### config.mk
export PLATFORM = sky130hd
export DESIGN_NAME = fcd_exec
export DESIGN_NICKNAME = d
export VERILOG_FILES = /design/src/fcd_exec_pkg.sv /design/src/fcd_exec.sv /design/src/fcd_alu.sv
export VERILOG_INCLUDE_DIRS = /design/src /design/src/src
export SDC_FILE = /design/constraint.sdc
export NUM_CORES = 1
export LEC_CHECK = 0
export ABC_AREA = 1
export BUFFER_PORTS_ARGS = -buffer_cell sky130_fd_sc_hd__buf_4
export CORE_MARGIN = 10
export CORE_UTILIZATION = 25
export CTS_BUF_LIST = sky130_fd_sc_hd__clkbuf_2 sky130_fd_sc_hd__clkbuf_4 sky130_fd_sc_hd__clkbuf_8
export DETAILED_ROUTE_END_ITERATION = 8
export PLACE_DENSITY = 0.46
export SYNTH_ARGS = -nofsm -noshare
export SYNTH_HDL_FRONTEND = slang
export SYNTH_SLANG_ARGS = --single-unit
### constraint.sdc
create_clock -name clk_sys_in -period 2.2 [get_ports clk_sys_in]
set_input_delay 0.22 -clock clk_sys_in [delete_from_list [all_inputs] [get_ports clk_sys_in]]
set_output_delay 0.22 -clock clk_sys_in [all_outputs]
set_load 0.02 [all_outputs]
### src/fcd_exec_cfg.svh
/*
  Timing, encoding and reset constants for the file complement and
  decrement execution unit. Assumes a 14-bit instruction word.
*/
`ifndef FCD_EXEC_CFG_SVH
`define FCD_EXEC_CFG_SVH
`define FCD_OP_HI                  2'h0
`define FCD_OP_COMPLEMENT_FILE     4'h9
`define FCD_OP_DECREMENT_FILE      4'h3
`define FCD_OP_DECREMENT_SKIP_ZERO 4'hB
`define FCD_DEST_W                 1'h0
`define FCD_DEST_F                 1'h1
`define FCD_DEST_BIT               7
`define FCD_W_RESET                8'h00
`define FCD_PHASES                 4
`endif

### src/fcd_exec_pkg.sv
/*
  Types for the file complement and decrement execution unit.
  Assumes the cfg header is included by the design files.
*/
package fcd_exec_pkg;
  typedef enum logic [3:0] {
    FCD_Q1 = 4'h1,
    FCD_Q2 = 4'h2,
    FCD_Q3 = 4'h4,
    FCD_Q4 = 4'h8
  } fcd_phase_type;

  typedef enum logic [2:0] {
    FCD_NONE = 3'h1,
    FCD_CPL  = 3'h2,
    FCD_DEC  = 3'h4
  } fcd_alu_type;

  typedef struct packed {
    logic       wr_en;
    logic [6:0] addr;
    logic [7:0] data;
  } fcd_file_wr_type;

  typedef struct packed {
    fcd_phase_type   phase;
    logic            skip_pend;
    logic            nop_cyc;
    fcd_alu_type     alu;
    logic            skip_op;
    logic            dest;
    logic [6:0]      addr;
    logic [7:0]      opnd;
    logic [7:0]      res;
    logic [7:0]      w;
    logic            zero;
    logic            busy;
    logic            cyc_done;
    fcd_file_wr_type fwr;
  } fcd_state_type;
endpackage

### src/fcd_exec.sv
/*
  Four-phase execution of the complement, decrement and
  decrement-skip-if-zero file instructions. One instruction slot
  takes four clocks, one per phase, and every result lands on the
  clock that closes Q4.
  Assumes the instruction word is valid at Q1 and the file read data
  answers the address one clock later, within Q2.
  Assumes the surrounding core owns fetch, the program counter and
  the file memory, and takes the write strobe in the Q1 after Q4.
  Assumes instruction and file data come from logic on this clock,
  so no synchronising stages sit in front of them.
*/
`timescale 1ns/1ps
`include "fcd_exec_cfg.svh"
module fcd_exec (
  // Clock and reset
  input  wire logic        clk_sys_in,
  input  wire logic        srst_in,
  // Instruction slot
  input  wire logic [13:0] instr_in,
  // File read data
  input  wire logic [7:0]  file_rd_data_in,
  // Phase and cycle status
  output logic [3:0]       phase_out,
  output logic             cycle_end_out,
  output logic             nop_cycle_out,
  output logic             busy_out,
  // File access
  output logic [6:0]       file_addr_out,
  output logic             file_wr_en_out,
  output logic [7:0]       file_wr_data_out,
  // Working register and zero flag
  output logic [7:0]       w_out,
  output logic             zero_flag_out
);
  fcd_exec_pkg::fcd_state_type s_q;
  fcd_exec_pkg::fcd_state_type s_d;
  logic [7:0]                  alu_res;
  logic                        alu_zero;
  logic [1:0]                  op_hi;
  logic [3:0]                  op_code;
  logic                        op_dest;
  logic [6:0]                  op_addr;
  logic                        is_cpl;
  logic                        is_dec;
  logic                        is_dsz;
  logic                        is_mine;
  logic                        op_live;
  logic                        wb_file;
  logic                        wb_w;
  logic                        z_upd;
  logic                        skip_arm;

  // Result unit sees the latched operand and operation
  fcd_alu u_alu (
    .alu_in   (s_q.alu),
    .opnd_in  (s_q.opnd),
    .res_out  (alu_res),
    .zero_out (alu_zero)
  );

  assign op_hi   = instr_in[13:12];
  assign op_code = instr_in[11:8];
  assign op_dest = instr_in[`FCD_DEST_BIT];
  assign op_addr = instr_in[6:0];

  // Opcode decode; words outside the group decode to nothing
  always_comb begin
    is_cpl = 1'b0;
    is_dec = 1'b0;
    is_dsz = 1'b0;
    case (op_code)
      `FCD_OP_COMPLEMENT_FILE: begin
        is_cpl = (op_hi == `FCD_OP_HI);
      end
      `FCD_OP_DECREMENT_FILE: begin
        is_dec = (op_hi == `FCD_OP_HI);
      end
      `FCD_OP_DECREMENT_SKIP_ZERO: begin
        is_dsz = (op_hi == `FCD_OP_HI);
      end
      default: begin
        is_cpl = 1'b0;
      end
    endcase
  end
  assign is_mine = is_cpl | is_dec | is_dsz;

  assign op_live  = (s_q.alu != fcd_exec_pkg::FCD_NONE) && !s_q.nop_cyc;
  assign wb_file  = op_live && (s_q.dest == `FCD_DEST_F);
  assign wb_w     = op_live && (s_q.dest == `FCD_DEST_W);
  assign z_upd    = op_live && !s_q.skip_op;
  assign skip_arm = op_live && s_q.skip_op && alu_zero;

  always_comb begin
    // Hold every field unless a phase below changes it
    s_d = s_q;
    // Write strobe and cycle mark are one-clock pulses
    s_d.fwr.wr_en = 1'b0;
    s_d.cyc_done = 1'b0;
    case (s_q.phase)
      fcd_exec_pkg::FCD_Q1: begin
        s_d.phase = fcd_exec_pkg::FCD_Q2;
        if (s_q.skip_pend) begin
          // Drop the fetched word: no W, flag or file change
          s_d.skip_pend = 1'b0;
          s_d.nop_cyc = 1'b1;
          s_d.alu = fcd_exec_pkg::FCD_NONE;
          s_d.skip_op = 1'b0;
          s_d.busy = 1'b0;
        end else begin
          s_d.nop_cyc = 1'b0;
          s_d.skip_op = is_dsz;
          s_d.addr = op_addr;
          s_d.dest = op_dest;
          s_d.busy = is_mine;
          if (is_cpl) begin
            s_d.alu = fcd_exec_pkg::FCD_CPL;
          end else if (is_dec || is_dsz) begin
            s_d.alu = fcd_exec_pkg::FCD_DEC;
          end else begin
            s_d.alu = fcd_exec_pkg::FCD_NONE;
          end
        end
      end
      fcd_exec_pkg::FCD_Q2: begin
        s_d.phase = fcd_exec_pkg::FCD_Q3;
        if (!s_q.nop_cyc) begin
          s_d.opnd = file_rd_data_in;
        end
      end
      fcd_exec_pkg::FCD_Q3: begin
        s_d.phase = fcd_exec_pkg::FCD_Q4;
        if (!s_q.nop_cyc) begin
          s_d.res = alu_res;
        end
      end
      fcd_exec_pkg::FCD_Q4: begin
        s_d.phase = fcd_exec_pkg::FCD_Q1;
        s_d.cyc_done = 1'b1;
        if (wb_file) begin
          s_d.fwr.wr_en = 1'b1;
          s_d.fwr.addr = s_q.addr;
          s_d.fwr.data = s_q.res;
        end
        if (wb_w) begin
          s_d.w = s_q.res;
        end
        // Zero comes from the unit, which still holds the Q3 operand
        if (z_upd) begin
          s_d.zero = alu_zero;
        end
        if (op_live) begin
          s_d.skip_pend = skip_arm;
        end
      end
      // Illegal phase code: drop the slot, restart at Q1
      default: begin
        s_d.phase = fcd_exec_pkg::FCD_Q1;
        s_d.skip_pend = 1'b0;
        s_d.nop_cyc = 1'b0;
        s_d.alu = fcd_exec_pkg::FCD_NONE;
        s_d.skip_op = 1'b0;
        s_d.busy = 1'b0;
      end
    endcase

    // Reset last, so it overrides every phase
    if (srst_in) begin
      s_d.phase = fcd_exec_pkg::FCD_Q1;
      s_d.skip_pend = 1'b0;
      s_d.nop_cyc = 1'b0;
      s_d.alu = fcd_exec_pkg::FCD_NONE;
      s_d.skip_op = 1'b0;
      s_d.dest = `FCD_DEST_W;
      s_d.addr = 7'h00;
      s_d.opnd = 8'h00;
      s_d.res = 8'h00;
      s_d.w = `FCD_W_RESET;
      s_d.zero = 1'b0;
      s_d.busy = 1'b0;
      s_d.cyc_done = 1'b0;
      s_d.fwr.wr_en = 1'b0;
      s_d.fwr.addr = 7'h00;
      s_d.fwr.data = 8'h00;
    end
  end

  // One register stage holds the whole state
  always_ff @(posedge clk_sys_in) begin
    s_q <= s_d;
  end

  // Outputs are plain taps of the state register
  // Phase and cycle status
  assign phase_out        = s_q.phase;
  assign cycle_end_out    = s_q.cyc_done;
  assign nop_cycle_out    = s_q.nop_cyc;
  assign busy_out         = s_q.busy;
  // File access
  assign file_addr_out    = s_q.addr;
  assign file_wr_en_out   = s_q.fwr.wr_en;
  assign file_wr_data_out = s_q.fwr.data;
  // Working register and zero flag
  assign w_out            = s_q.w;
  assign zero_flag_out    = s_q.zero;
endmodule

### src/fcd_alu.sv
/*
  Combinational result unit: complement or decrement of one byte.
  Assumes the caller selects the operation from a decoded opcode.
*/
`timescale 1ns/1ps
`include "fcd_exec_cfg.svh"
module fcd_alu (
  // Operation and operand
  input  wire fcd_exec_pkg::fcd_alu_type alu_in,
  input  wire logic [7:0]                opnd_in,
  // Result
  output logic [7:0]                     res_out,
  output logic                           zero_out
);
  always_comb begin
    case (alu_in)
      fcd_exec_pkg::FCD_CPL: res_out = ~opnd_in;
      fcd_exec_pkg::FCD_DEC: res_out = opnd_in - 8'h01;
      default:               res_out = opnd_in;
    endcase
    zero_out = (res_out == 8'h00);
  end
endmodule

After elaboration in Yosys (flattened, before gate mapping)
Cells that the tools add are included.
- register bits after elaboration: 61
- output and inout bits: 32
- input port bits: 24
- word-level logic and storage cells: 72
- mux-type cells: 15
- equality and inequality tests: 11
- reductions and logical operators: 21
- bitwise logic cells: 8
- $add $sub $neg: 1
- operator list (cell ; number):
    $mux W17 ; 1
    $mux W16 ; 1
    $pmux W8 S2 ; 1
    $reduce_and A2 Y1 ; 7
    $eq A4 B4 Y1 const B ; 3
    $pmux W4 S3 ; 1
    $pmux W5 S2 ; 1
    $eq A4 B2 Y1 const B ; 2
    $logic_not A8 Y1 ; 1
    $not A8 Y8 ; 1
    $sub A8 B1 Y8 const B ; 1
    $logic_and A1 B1 Y1 ; 6
    $mux W3 ; 2
    $mux W1 ; 5
    $mux W5 ; 1
    $not A1 Y1 ; 5
    $eq A4 B1 Y1 const B ; 1
    $eq A4 B3 Y1 const B ; 1
    $pmux W1 S2 ; 2
    $reduce_or A2 Y1 ; 2
    $eq A3 B2 Y1 const B ; 1
    $eq A3 B3 Y1 const B ; 1
    $ne A3 B1 Y1 const B ; 1
    $reduce_or A3 Y1 ; 1
    5 further kinds ; 7

Depth between registers and ports, before layout
- depth in word-level cells: 7
- depth in mapped cells: 12
- mapped depth without buffers: 12

Modules after synthesis
From an unflattened synthesis, not the netlist that was laid out.
- cells, all modules: 381
- area, all modules: 2775.2 µm²
- modules (own cells, without submodules) (module ; times used ; area an instance (µm²) ; cells an instance ; sequential area each (µm²)):
    fcd_exec ; 1 ; 2378.5 ; 297 ; 1081.0
    fcd_alu ; 1 ; 396.6 ; 84 ; 0.0

Least setup slack after synthesis
No wires, ideal clock.
- kind: reg-to-reg
- start point: reg s_q[35] (netlist bit)
- end point: reg s_q[56] (netlist bit)
- required time: 2.132 ns
- data arrival time: 1.449 ns
- path buffers: 0
- setup time: 0.068 ns
- clock period less this slack: 1.516 ns
- path slack: 0.684 ns
- cell stages (with the launch flop): 11
- path through: dfxtp_1 > inv_1 > ha_1 > or2_2 > nand3_1 > nand3_1 > nor2_1 > nand2_1 > nor2_2 > nand2_1 > a21oi_2
- cells in the longest elaborated chain, start to end: 6
- ends and longest elaborated chain (what ; line ; text):
    start: declaration ; fcd_exec.sv:36 ; fcd_exec_pkg::fcd_state_type s_q;
    start signal: assignment ; fcd_exec.sv:191 ; s_q <= s_d;
    $sub A8 B1 Y8 / $not A8 Y8 (equally long branches) ; fcd_alu.sv:18, fcd_alu.sv:17 ;
    $pmux W8 S2 (*) ; fcd_alu.sv:16 ; case (alu_in)
    $logic_not A8 Y1 (*) ; fcd_alu.sv:21 ; zero_out = (res_out == 8'h00);
    $logic_and A1 B1 Y1 (*) ; fcd_exec.sv:93 ; assign skip_arm = op_live && s_q.skip_op && alu_zero;
    $mux W1 (*) ; fcd_exec.sv:153 ; if (op_live) begin
    $pmux W1 S2 (*) ; fcd_exec.sv:101 ; case (s_q.phase)
Every way passes the cells marked *; elsewhere a longest branch is shown, timed or not. The select of a mux whose other input is x is not followed.
A chain may end at the register's enable or synchronous reset.

Worst setup path after layout
Same ends and word-level chain as after synthesis.

==> impl_metrics.py <==
metrics = {
    "placement": {
        "dpl.hpwl_um": 4811,
        "port_buffers": 55,
        "dp.cells": 507,
        "place.gp.congestion": 0.8061,
    },
    "global_routing": {
        "grt_pass1_wl_um": 10590,
        "grt_pass1_vias": 2160,
        "grt.overflow.total": 0,
        "antenna_found_initial": 0,
        "grt_use_total_pct": 8.587,
        "grt_max_degree": 35,
    },
    "routing": {
        "drtPass1Iterations": 4,
        "num_vias": 2141,
        "wl_per_cell_um": 11.83,
        "via_per_inst": 4.157,
        "drtAntennaViolNets": 0,
        "drcViolationCount": 0,
        "drt_iter0_markers": 93,
        "wirelength_um": 6092,
    },
    "timing": {
        "period_needed_ns": 1.722,
        "rsz0062_at_grt": "false",
        "max_freq_mhz": 580.7,
        "slew_viol_final": 0,
        "hold_viol_final": 0,
        "worst_pin_slew_ns": 0.5290,
        "whs_ns": 0.1252,
        "timing.final.crit_share_pct": 78.28,
        "setup_viol_count_final": 0,
        "skew_ns": 0.007008,
        "maxSlewHeadroom_pct": 64.43,
        "tns_ns": 0,
    },
    "synth": {
        "synthDistinctLibCells": 26,
        "synthCells": 355,
        "ys_ff_latch": 54,
        "syn_area_per_cell_sq_um": 7.183,
        "yosys.area.top_type_share_pct": 42.39,
        "synth_top_area_cell": "dfxtp_1",
        "synth_fp_nets": 380,
        "yosysSeqAreaShare_pct": 42.39,
        "yosys_warnings": 0,
        "syn-cell-area_sq_um": 2550,
        "yosys-top-cells-area": "dfxtp_1 42%, nor2_1 8.7%, buf_4 7.9%",
    },
    "die": {
        "start_util_pct": 25.85,
        "die-area_sq_um": 14640,
        "io_pins": 56,
        "coreArea_sq_um": 9864,
        "die_h_um": 121.0,
        "fp-row-count": 36,
        "die_x_um": 121.0,
    },
    "setup_path": {
        "endpoint_kind": "flip-flop",
        "path_cells": "inv_1 > ha_1 > or2_2 > nand3_1 > nand3_1 > nor2_1 > nand2_1 > nor2_2 > nand2_1 > a21oi_2",
        "cp-start-kind": "flip-flop",
        "crit_path_top_delay_cell": "dfxtp_1",
        "crit_family": "simple AND/OR/NAND/NOR gates",
        "crit_type": "flip-flop to flip-flop",
        "worst-path-max-fanout": 6,
        "worstPathRequired_ns": 2.45,
        "critPathArrivalTime_ns": 1.98,
        "cp_num_cells": 10,
        "ff2ff_path_depth": 10,
        "crit_buf_inv": 1,
        "crit_path_max_incr_delay_ns": 0.36,
    },
    "finish": {
        "nets": 406,
        "final_common_cell": "nor2_1",
        "fin_cells": 515,
        "layout-drive-gt1-share_pct": 22.51,
        "layout_common_cells": "59 x nor2_1, 57 x buf_4, 54 x dfxtp_1",
        "syn_to_final_growth_pct": 17.37,
        "diodes": 0,
    },
    "hold_path": {
        "min_path_type": "input port to flip-flop",
        "min_path_cells": 3,
    },
    "run_status": {
        "status": "finished clean",
    },
    "power_and_ir_drop": {
        "powerDensity_nw_per_um2": 782.2,
        "p_leak_nw": 1.373,
        "ir_drop_mv": 0.3140,
    },
    "clocking": {
        "h-tree-depth": 2,
        "clkTransAtPathRegs_ns": 0.10,
        "clockRootBuffer": "clkbuf_8",
        "clk_latency_ns": 0.31,
        "cts_tree": "yes",
        "clockBufferDepth": 2,
        "cts_buffers": 5,
        "cts.sinks": 54,
        "post_cts_buffers": 0,
        "cts_resized": 0,
        "hold_buffers": 0,
    },
    "job": {
        "maxCapViolations": 0,
    },
}
-- worst min-delay path: stages --
cell	delay, ns
buf_4	0.07
nor2_1	0.03
nor2_1	0.08
-- stage by stage --
step	power (mW)	setup slack (ns)	utilization, %	cell area (sq um)
4_1_cts	2.382	0.4623	30.34	2993
3_5_place_dp	1.681	0.4866	29.15	2875
2_1_floorplan	1.545	0.6839	-	2550
6_report	2.341	0.4778	30.34	2993
3_3_place_gp	1.680	0.5339	29.15	2875
5_1_grt	2.508	0.2599	30.34	2993
-- synthesized netlist by cell type --
cell type	count
nor2_1	59
o31ai_1	1
o21ai_1	5
nand3_2	2
inv_2	8
nand3_1	19
o21a_1	3
buf_2	2
inv_1	37
buf_6	3
nor3_2	1
a21oi_2	1
nor3b_1	1
nand4_1	3
clkbuf_1	6
nand2_1	44
a21oi_1	25
o21ai_0	40
dfxtp_1	54
nor2_2	4
nand2_2	3
o211ai_1	4
or2_2	1
buf_4	27
ha_1	1
nor2_4	1
-- cells by family after synthesis --
kind of cell / synth area share, %
flops: 42.39
fa+ha+maj: 0.4906
compound gates: 16.44
simple gates: 23.50
buf+inv: 17.17
-- final cells by class --
cell class	count	area, sq um
multi-input combinational	218	1031
clock inverter	3	48.80
sequential	54	1081
clock buffer	5	68.82
timing repair buffer	57	427.9
inverter	45	168.9
fill	1088	6872
tap	133	166.4
-- metal layers --
layer	GRT usage [%]	vias up	wire (um)
met5	0	-	0
met4	2.941	0	88
met3	2.513	5	397
met2	12.89	47	2439
met1	11.41	931	3167
li1	-	1158	-
-- registers in the layout (all words and copies together), names as in the netlist --
register and flops:
phase_out 4, file_wr_en_out 1, zero_flag_out 1, file_addr_out 7, s_q 22, nop_cycle_out 1
cycle_end_out 1, w_out 8, file_wr_data_out 8, busy_out 1
-- path summary, 6_finish.rpt --
check                                            from                            end  slack, ns
worst min-delay path                      instr_in[2]  file_addr_out[2]$_SDFFE_PP0P_       0.13
worst min register to register  busy_out$_SDFFE_PP0N_          busy_out$_SDFFE_PP0N_       0.48
worst max-delay path             s_q[35]$_SDFFE_PP0P_           s_q[56]$_SDFFE_PP0P_       0.48
worst max register to register   s_q[35]$_SDFFE_PP0P_           s_q[56]$_SDFFE_PP0P_       0.48
-- report_power, final --
group	internal, mW	switching (mW)
sequential	1.05	0.0542
combinational	0.197	0.344
clock	0.347	0.344
No activity file was read; power rests on OpenSTA's default activity.
